## src/design/hbc_pkg.sv

```systemverilog
package hbc_pkg;

  // clock and timing
  localparam int unsigned CLK_PERIOD_NS        = 10;
  localparam int unsigned DEAD_TIME_NS         = 500;
  localparam int unsigned DEAD_CYCLES          = (DEAD_TIME_NS + CLK_PERIOD_NS - 1) / CLK_PERIOD_NS;
  localparam int unsigned WAKE_RECOVERY_NS     = 50_000;
  localparam int unsigned WAKE_RECOVERY_CYCLES = (WAKE_RECOVERY_NS + CLK_PERIOD_NS - 1) / CLK_PERIOD_NS;
  localparam int unsigned DEAD_CNT_W           = 8;
  localparam int unsigned WAKE_CNT_W           = 16;

  // register byte addresses
  localparam logic [31:0] ADDR_CFG_CH1 = 32'h0000_0000;
  localparam logic [31:0] ADDR_CFG_CH2 = 32'h0000_0004;
  localparam logic [31:0] ADDR_STATUS  = 32'h0000_0008;

  // channel_config_reg fields
  localparam int unsigned CFG_SLEW_LSB   = 12;
  localparam int unsigned CFG_SLEW_MSB   = 14;
  localparam int unsigned CFG_HSREGEN    = 20;
  localparam logic [31:0] CFG_RESET      = 32'h0000_0000;
  localparam logic [31:0] CFG_WRITE_MASK = 32'h0010_7000;

  // status fields
  localparam int unsigned ST_TSD       = 0;
  localparam int unsigned ST_ISD       = 1;
  localparam int unsigned ST_VBAT_UV   = 2;
  localparam int unsigned ST_VCC_UV    = 3;
  localparam int unsigned ST_OPEN_LOAD = 4;
  localparam int unsigned ST_READY     = 5;
  localparam int unsigned ST_COMBINED  = 6;
  localparam int unsigned ST_PWM_C     = 7;
  localparam int unsigned ST_PWM_D     = 8;

  // pin synchroniser width
  localparam int unsigned SYNC_W = 17;

  typedef enum logic [2:0] {
    SLEW_NORMAL  = 3'h0,
    SLEW_SLOWEST = 3'h1,
    SLEW_SLOW2   = 3'h2,
    SLEW_SLOW3   = 3'h3,
    SLEW_SLOW4   = 3'h4,
    SLEW_FAST2   = 3'h5,
    SLEW_FASTEST = 3'h6
  } hbc_slew_t;

  typedef enum logic [1:0] {
    LVL_Z = 2'h0,
    LVL_L = 2'h1,
    LVL_H = 2'h2
  } hbc_level_t;

  typedef enum logic [4:0] {
    LEG_OFF     = 5'b00001,
    LEG_HS      = 5'b00010,
    LEG_LS      = 5'b00100,
    LEG_WAIT_HS = 5'b01000,
    LEG_DEAD    = 5'b10000
  } hbc_leg_state_t;

  typedef struct packed {
    logic tsd;
    logic isd;
    logic vbat_uv;
    logic vcc_uv;
    logic open_load;
  } hbc_fault_t;

  typedef struct packed {
    logic hs_on;
    logic ls_on;
  } hbc_drv_t;

endpackage : hbc_pkg

```

## src/design/hbc_leg.sv

```systemverilog
`timescale 1ns/1ps
`default_nettype none
module hbc_leg (
  // clock and reset
  input  wire logic              sys_clk,
  input  wire logic              reset,
  // request
  input  wire hbc_pkg::hbc_level_t target,
  input  wire logic              force_off,
  input  wire logic              hs_off_fb,
  // switch drive
  output hbc_pkg::hbc_drv_t      drv
);
  import hbc_pkg::*;

  hbc_leg_state_t          state;
  hbc_leg_state_t          next_state;
  logic [DEAD_CNT_W-1:0]   dead_cnt;
  logic [DEAD_CNT_W-1:0]   next_dead_cnt;
  hbc_drv_t                next_drv;

  ////////////////////////////////////////////////////////////
  always_comb begin
    next_state    = state;
    next_dead_cnt = '0;
    if (force_off || target == LVL_Z) begin
      next_state = LEG_OFF;
    end else begin
      case (state)
        LEG_OFF, LEG_LS: begin
          if (target == LVL_H) next_state = LEG_DEAD;
          else if (state == LEG_OFF) next_state = LEG_WAIT_HS;
        end
        LEG_HS: begin
          if (target == LVL_L) next_state = LEG_WAIT_HS;
        end
        LEG_WAIT_HS: begin
          // low side waits for the gate monitor, never on a timer
          if (target == LVL_H) next_state = LEG_DEAD;
          else if (hs_off_fb) next_state = LEG_LS;
        end
        LEG_DEAD: begin
          next_dead_cnt = dead_cnt + 1'b1;
          if (target == LVL_L) next_state = LEG_WAIT_HS;
          else if (dead_cnt == DEAD_CNT_W'(DEAD_CYCLES - 1)) next_state = LEG_HS;
        end
        default: next_state = LEG_OFF;
      endcase
    end
    if (next_state != LEG_DEAD) next_dead_cnt = '0;
    next_drv.hs_on = (next_state == LEG_HS);
    next_drv.ls_on = (next_state == LEG_LS);
  end

  always_ff @(posedge sys_clk or posedge reset) begin
    if (reset) begin
      state    <= LEG_OFF;
      dead_cnt <= '0;
      drv      <= '0;
    end else begin
      state    <= next_state;
      dead_cnt <= next_dead_cnt;
      drv      <= next_drv;
    end
  end

endmodule : hbc_leg
`default_nettype wire

```

## src/design/hbc_top.sv

```systemverilog
// Design decisions made here: the APB slave port and the placing of the registers.
`timescale 1ns/1ps
`default_nettype none
module hbc_top #(
  parameter int unsigned WAKE_CYCLES = hbc_pkg::WAKE_RECOVERY_CYCLES
) (
  // clock and reset
  input  wire logic               sys_clk,
  input  wire logic               reset,
  // apb slave
  input  wire logic               psel,
  input  wire logic               penable,
  input  wire logic               pwrite,
  input  wire logic [31:0]        paddr,
  input  wire logic [31:0]        pwdata,
  output logic [31:0]             prdata,
  output logic                    pready,
  output logic                    pslverr,
  // host pins
  input  wire logic               pwm_in_a,
  input  wire logic               pwm_in_b,
  input  wire logic               pwm_in_c,
  input  wire logic               pwm_in_d,
  input  wire logic               drive_enable_hi_ch1,
  input  wire logic               drive_enable_lo_ch1,
  input  wire logic               drive_enable_hi_ch2,
  input  wire logic               drive_enable_lo_ch2,
  input  wire logic               combined_channel_mode,
  input  wire logic               sleep_req,
  // analog monitors
  input  wire hbc_pkg::hbc_fault_t fault_det,
  input  wire logic               hs_gate_off_a,
  input  wire logic               hs_gate_off_b,
  // bridge drive
  output hbc_pkg::hbc_drv_t       bridge_leg_pair_a,
  output hbc_pkg::hbc_drv_t       bridge_leg_pair_b,
  output hbc_pkg::hbc_slew_t      slew_rate_a,
  output hbc_pkg::hbc_slew_t      slew_rate_b
);
  import hbc_pkg::*;

  ////////////////////////////////////////////////////////////
  // pin synchronisers

  logic [SYNC_W-1:0] sync_raw;
  logic [SYNC_W-1:0] sync_meta;
  logic [SYNC_W-1:0] sync_q;

  assign sync_raw = {pwm_in_a, pwm_in_b, pwm_in_c, pwm_in_d,
                     drive_enable_hi_ch1, drive_enable_lo_ch1,
                     drive_enable_hi_ch2, drive_enable_lo_ch2,
                     combined_channel_mode, sleep_req, fault_det,
                     hs_gate_off_a, hs_gate_off_b};

  always_ff @(posedge sys_clk or posedge reset) begin
    if (reset) begin
      sync_meta <= '0;
      sync_q    <= '0;
    end else begin
      sync_meta <= sync_raw;
      sync_q    <= sync_meta;
    end
  end

  logic       s_pwm_a, s_pwm_b, s_pwm_c, s_pwm_d;
  logic       s_en_hi1, s_en_lo1, s_en_hi2, s_en_lo2;
  logic       s_combined, s_sleep;
  hbc_fault_t s_fault;
  logic       s_gate_a, s_gate_b;

  assign {s_pwm_a, s_pwm_b, s_pwm_c, s_pwm_d,
          s_en_hi1, s_en_lo1, s_en_hi2, s_en_lo2,
          s_combined, s_sleep, s_fault, s_gate_a, s_gate_b} = sync_q;

  ////////////////////////////////////////////////////////////
  // sleep recovery and thermal latch

  logic [WAKE_CNT_W-1:0] wake_cnt;
  logic [WAKE_CNT_W-1:0] next_wake_cnt;
  logic                  tsd_lat;
  logic                  next_tsd_lat;
  logic                  ready;
  logic                  tsd_clr;

  assign ready = (wake_cnt == '0) && !s_sleep;

  always_comb begin
    // reload while asleep, count down once released
    if (s_sleep) next_wake_cnt = WAKE_CNT_W'(WAKE_CYCLES);
    else if (wake_cnt != '0) next_wake_cnt = wake_cnt - 1'b1;
    else next_wake_cnt = wake_cnt;
    // set beats clear; no supply term so low battery cannot drop it
    next_tsd_lat = s_fault.tsd | (tsd_lat & ~tsd_clr);
  end

  always_ff @(posedge sys_clk or posedge reset) begin
    if (reset) begin
      wake_cnt <= WAKE_CNT_W'(WAKE_CYCLES);
      tsd_lat  <= 1'b0;
    end else begin
      wake_cnt <= next_wake_cnt;
      tsd_lat  <= next_tsd_lat;
    end
  end

  ////////////////////////////////////////////////////////////
  // apb registers

  logic [31:0] cfg_ch1, cfg_ch2;
  logic [31:0] next_cfg_ch1, next_cfg_ch2;
  logic [31:0] next_prdata;
  logic        next_pslverr;
  logic [31:0] status;
  logic        setup_ph, wr_acc;
  logic        mapped;

  assign setup_ph = psel && !penable;
  assign wr_acc   = psel && penable && pwrite;
  assign pready   = psel && penable;
  assign mapped   = (paddr == ADDR_CFG_CH1) || (paddr == ADDR_CFG_CH2)
                 || (paddr == ADDR_STATUS);
  assign tsd_clr  = wr_acc && (paddr == ADDR_STATUS) && pwdata[ST_TSD];

  always_comb begin
    status               = '0;
    status[ST_TSD]       = tsd_lat;
    status[ST_ISD]       = s_fault.isd;
    status[ST_VBAT_UV]   = s_fault.vbat_uv;
    status[ST_VCC_UV]    = s_fault.vcc_uv;
    status[ST_OPEN_LOAD] = s_fault.open_load;
    status[ST_READY]     = ready;
    status[ST_COMBINED]  = s_combined;
    status[ST_PWM_C]     = s_pwm_c;
    status[ST_PWM_D]     = s_pwm_d;
    next_cfg_ch1 = cfg_ch1;
    next_cfg_ch2 = cfg_ch2;
    if (wr_acc && paddr == ADDR_CFG_CH1) next_cfg_ch1 = pwdata & CFG_WRITE_MASK;
    if (wr_acc && paddr == ADDR_CFG_CH2) next_cfg_ch2 = pwdata & CFG_WRITE_MASK;
    // read data is captured in setup so it leaves a flop
    next_prdata  = prdata;
    next_pslverr = pslverr;
    if (setup_ph) begin
      next_pslverr = !mapped;
      case (paddr)
        ADDR_CFG_CH1: next_prdata = cfg_ch1;
        ADDR_CFG_CH2: next_prdata = cfg_ch2;
        ADDR_STATUS:  next_prdata = status;
        default:      next_prdata = '0;
      endcase
    end
  end

  always_ff @(posedge sys_clk or posedge reset) begin
    if (reset) begin
      cfg_ch1 <= CFG_RESET;
      cfg_ch2 <= CFG_RESET;
      prdata  <= '0;
      pslverr <= 1'b0;
    end else begin
      cfg_ch1 <= next_cfg_ch1;
      cfg_ch2 <= next_cfg_ch2;
      prdata  <= next_prdata;
      pslverr <= next_pslverr;
    end
  end

  ////////////////////////////////////////////////////////////
  // slew decode

  hbc_slew_t next_slew_a, next_slew_b;

  function automatic hbc_slew_t slew_dec(input logic [31:0] cfg);
    logic [2:0] code;
    code = cfg[CFG_SLEW_MSB:CFG_SLEW_LSB];
    // code 111 is unused; fall back to normal rather than guess
    if (code == 3'h7) slew_dec = SLEW_NORMAL;
    else slew_dec = hbc_slew_t'(code);
  endfunction : slew_dec

  always_comb begin
    next_slew_a = slew_dec(cfg_ch1);
    next_slew_b = slew_dec(cfg_ch2);
  end

  always_ff @(posedge sys_clk or posedge reset) begin
    if (reset) begin
      slew_rate_a <= SLEW_NORMAL;
      slew_rate_b <= SLEW_NORMAL;
    end else begin
      slew_rate_a <= next_slew_a;
      slew_rate_b <= next_slew_b;
    end
  end

  ////////////////////////////////////////////////////////////
  // leg targets

  hbc_level_t tgt_a, tgt_b;
  logic       off_all, off_a, off_b;
  logic       hs_regen, regen_phase;

  always_comb begin
    // dual-channel operation is not served here, so pairs stay off
    // raw thermal flag too, so the latch costs no extra cycle of drive
    off_all = tsd_lat | s_fault.tsd | s_fault.isd | s_fault.vbat_uv
            | s_fault.vcc_uv | !ready | !s_combined;
    off_a   = off_all | !s_en_hi1 | s_en_lo1;
    off_b   = off_all | !s_en_hi2 | s_en_lo2;
    hs_regen    = cfg_ch1[CFG_HSREGEN];
    regen_phase = !s_pwm_a && !s_pwm_b;
    // only pwm a and b feed the legs; c and d are status-only
    if (s_pwm_a || (regen_phase && hs_regen)) tgt_a = LVL_H;
    else tgt_a = LVL_L;
    if (s_pwm_b || (regen_phase && hs_regen)) tgt_b = LVL_H;
    else tgt_b = LVL_L;
  end

  hbc_leg u_leg_a (
    .sys_clk   (sys_clk),
    .reset     (reset),
    .target    (tgt_a),
    .force_off (off_a),
    .hs_off_fb (s_gate_a),
    .drv       (bridge_leg_pair_a)
  );

  hbc_leg u_leg_b (
    .sys_clk   (sys_clk),
    .reset     (reset),
    .target    (tgt_b),
    .force_off (off_b),
    .hs_off_fb (s_gate_b),
    .drv       (bridge_leg_pair_b)
  );

endmodule : hbc_top
`default_nettype wire

```

## config.mk

```make
export PLATFORM = sky130hd
export DESIGN_NAME = hbc_top
export DESIGN_NICKNAME = d
export VERILOG_FILES = /design/src/design/hbc_pkg.sv /design/src/design/hbc_leg.sv /design/src/design/hbc_top.sv
export SDC_FILE = /design/constraint.sdc
export NUM_CORES = 1
export LEC_CHECK = 0
export ABC_AREA = 1
export BUFFER_PORTS_ARGS = -buffer_cell sky130_fd_sc_hd__buf_2
export CAP_MARGIN = 10
export CORE_MARGIN = 2
export CORE_UTILIZATION = 27
export CTS_CLUSTER_SIZE = 28
export DETAILED_ROUTE_END_ITERATION = 7
export RECOVER_POWER = 100
export SLEW_MARGIN = 40
export SYNTH_ARGS = -nofsm -noshare
export SYNTH_HDL_FRONTEND = slang
export SYNTH_SLANG_ARGS = --single-unit
```

## constraint.sdc

```tcl
create_clock -name sys_clk -period 4.7 [get_ports sys_clk]
set_input_delay 0.94 -clock sys_clk [delete_from_list [all_inputs] [get_ports sys_clk]]
set_output_delay 0.94 -clock sys_clk [all_outputs]
set_load 0.005 [all_outputs]
```

==> flow_summary.ini <==
[logic_synthesis]
synth_edf_count = 0
synth_most_common_cell = nand2_1
synth_flop_cell = dfrtp_1
yosys_warnings = 0
synthArstFlopShare_pct = 100
synth_seq_area_share_pct = 55.0
synth_seq_cells = 109
synth_cells = 572
yosysUniqueCellTypes = 36
synth_top_area_share_pct = 51.3
synth_area_leader_cell = dfrtp_1
synth_area_per_cell_um2 = 8.69
ys_top_cells_by_count = nand2_1 (104), dfrtp_1 (102), nor2_1 (90), inv_1 (72), nand3_1 (50)
syn_area_um2 = 4970
synthTopCellsByArea = dfrtp_1 (51%), nand2_1 (7.9%), nor2_1 (6.8%)

[worst_setup_path]
crit_arrival_ns = 1.35
crit_family = buffers and inverters
setup.worst_path.class = in -> out
r2r_slack_ns = 2.44
worstReg2RegStart = wake_cnt[0]
critPathSlowestCell = inv_1
path_cells = buf_2 > nand2_1 > inv_1 > clkbuf_1
critPathLaunchType = input port
cp-end-kind = output pin
crit_cells = 4
worstRegToRegCells = 8
slowest_delay_ns = 0.14
crit_fanout = 4
required_ns = 3.76
r2r_end = u_leg_b.dead_cnt[6]
path_buf_inv = 3

[place]
place_ws_ns = 2.31
dp_hpwl_um = 7620
portBuffers = 83
gp_congestion = 0.803

[detailed_routing]
ant_nets = 0
drc = 0
avgRoutedWirePerCell_um = 11.5
wl_um = 10300
dr_total_vias = 3853
first_pass_iters = 4
drt_iter0_drc = 158
avgViaCountPerCell = 4.29

[timing]
max_freq_mhz = 436
slew_headroom_pct = -21.8
drv_slew = 44
min_period_ns = 2.29
rsz0062_at_grt = false
skew_ns = 0.00992
timing.final.ws_setup_ns = 2.41
hold_viol = 0
fin_crit_sh_pct = 48.8
worst_slew_pin_slew_ns = 1.82
finalSetupViolCount = 0
tns_ns = 0
whs_ns = 0.349

[clocking]
cts-root-buf = clkbuf_16
clock_latency_ns = 0.36
post-cts-setup-buffer-count = 0
clk_transition_reported_paths_ns = 0.07
cts_sinks = 109
cts_buffers = 9
cts_max_path_buffers = 2
cts-resized-gates = 0
cts_hold_buf = 0
htree_levels = 3
cts_tree = yes

[die]
rows = 49
die_height_um = 140
die_w_um = 140
dieArea_um2 = 19500
initial_core_util_pct = 27.6
ios = 130
core_um2 = 18000

[global_route]
antenna_found_initial = 0
grt_pass1_vias = 3727
overflow = 0
grt_pass1_wl_um = 17700
grtUsageTotal_pct = 11.2
grt_max_degree = 44

[final_layout]
num-fill-cells = 1947
multi_input_comb_area_um2 = 1800
antennaDiodeCount = 0
area.sequential_um2 = 2740
fin_nets = 757
area_delta_synth_final_pct = 16.7
layout-drive-gt1-share_pct = 16.4

[worst_hold_path]
min_from = sync_meta[10]
worstHoldPathType = reg -> reg
hold_end = sync_q[10]
whs_path_depth = 0

[run_status]
status = finished with violations
violations = capacitance limit, slew limit

[power]
ir_worst_vdd_mv = 0.180
p_leak_nw = 2.77
powerDensity_nw_per_um2 = 315

[flow_run]
cap_violations = 1
## worst reg2reg max path, delay by kind of cell, from the launching register on
family,cells,cell delay [ns]
fa+ha+maj,1,0.18
buf+inv,1,0.10
simple gates,6,1.52
flops,1,0.39
## worst max-delay path by stage
stage	from	end	slack, ns
CTS	penable	pready	2.41
global route	reset	prdata[3]	2.10
detailed placement	paddr[11]	prdata[5]	2.31
floorplan	reset	cfg_ch1[12]	0.90
finish	penable	pready	2.41
global placement	paddr[11]	prdata[3]	2.31
## final cells by class
class,instances,area share [%]
multi-input cells,386,31.0
repair buffers,86,7.07
well taps,229,4.94
flip-flops and latches,109,47.2
clock buffers,10,3.95
inverters,73,4.74
clock inverters,6,1.10
## through the flow
| stage | instances | power, mW | util, % | area [µm²] |
|---|---|---|---|---|
| 4_1_cts | 899 | 1.86 | 32.8 | 5900 |
| 3_3_place_gp | 883 | 1.10 | 31.1 | 5610 |
| 3_5_place_dp | 883 | 1.10 | 31.1 | 5610 |
| 5_1_grt | 899 | 1.92 | 32.2 | 5800 |
| 6_report | 899 | 1.83 | 32.2 | 5800 |
| 2_1_floorplan | 590 | 1.07 | - | 5040 |
## flip-flops by register name (all words and copies together), names as in the netlist
| name | flops |
|---|---|
| u_leg_a.dead_cnt | 8 |
| u_leg_b.drv | 2 |
| u_leg_a.drv | 2 |
| prdata | 13 |
| u_leg_a.state | 5 |
| pslverr | 1 |
| wake_cnt | 16 |
| sync_q | 17 |
| sync_meta | 17 |
| u_leg_b.state | 5 |
| slew_rate_b | 3 |
| cfg_ch1 | 4 |
| u_leg_b.dead_cnt | 8 |
| tsd_lat | 1 |
| cfg_ch2 | 4 |
| slew_rate_a | 3 |
## metal layers
metal | wire length [µm] | global-route usage [%] | up-vias | part of all wire (%)
li1 | - | - | 1975 | -
met1 | 5000 | 14.7 | 1805 | 49
met5 | 0 | 0 | - | 0
met4 | 307 | 5.95 | 0 | 3.0
met3 | 310 | 2.58 | 22 | 3.0
met2 | 4680 | 17.3 | 51 | 45
## cells by family after synthesis
kind of cell,count (synthesis),synth area share (%)
compound gates,65,7.25
flops,109,55.0
fa+ha+maj,6,1.51
simple gates,292,26.8
xor+xnor,4,0.705
buf+inv,95,8.63
other cells,1,0.0754
## report_power, final
part | internal [mW] | total, mW | switching [mW]
registers | 0.962 | 0.975 | 0.0136
logic | 0.0363 | 0.104 | 0.0680
clock network | 0.375 | 0.746 | 0.371
## cells in the final DEF, fill, tap and decap left out, types with 2 or more instances in the layout
cell type,n
a211oi_1,2
a21boi_0,3
a21oi_1,21
buf_2,61
buf_4,3
clkbuf_1,23
clkbuf_16,9
conb_1,19
dfrtp_1,102
dfstp_2,7
ha_1,6
inv_1,71
inv_8,2
nand2_1,105
nand2_2,2
nand3_1,51
nand4_1,7
nor2_1,94
nor2_2,11
nor3_1,12
nor4_1,2
o211ai_1,2
o21ai_0,31
o31ai_1,3
or2_2,6
xor2_1,3
(Power assumes the default switching activity.)
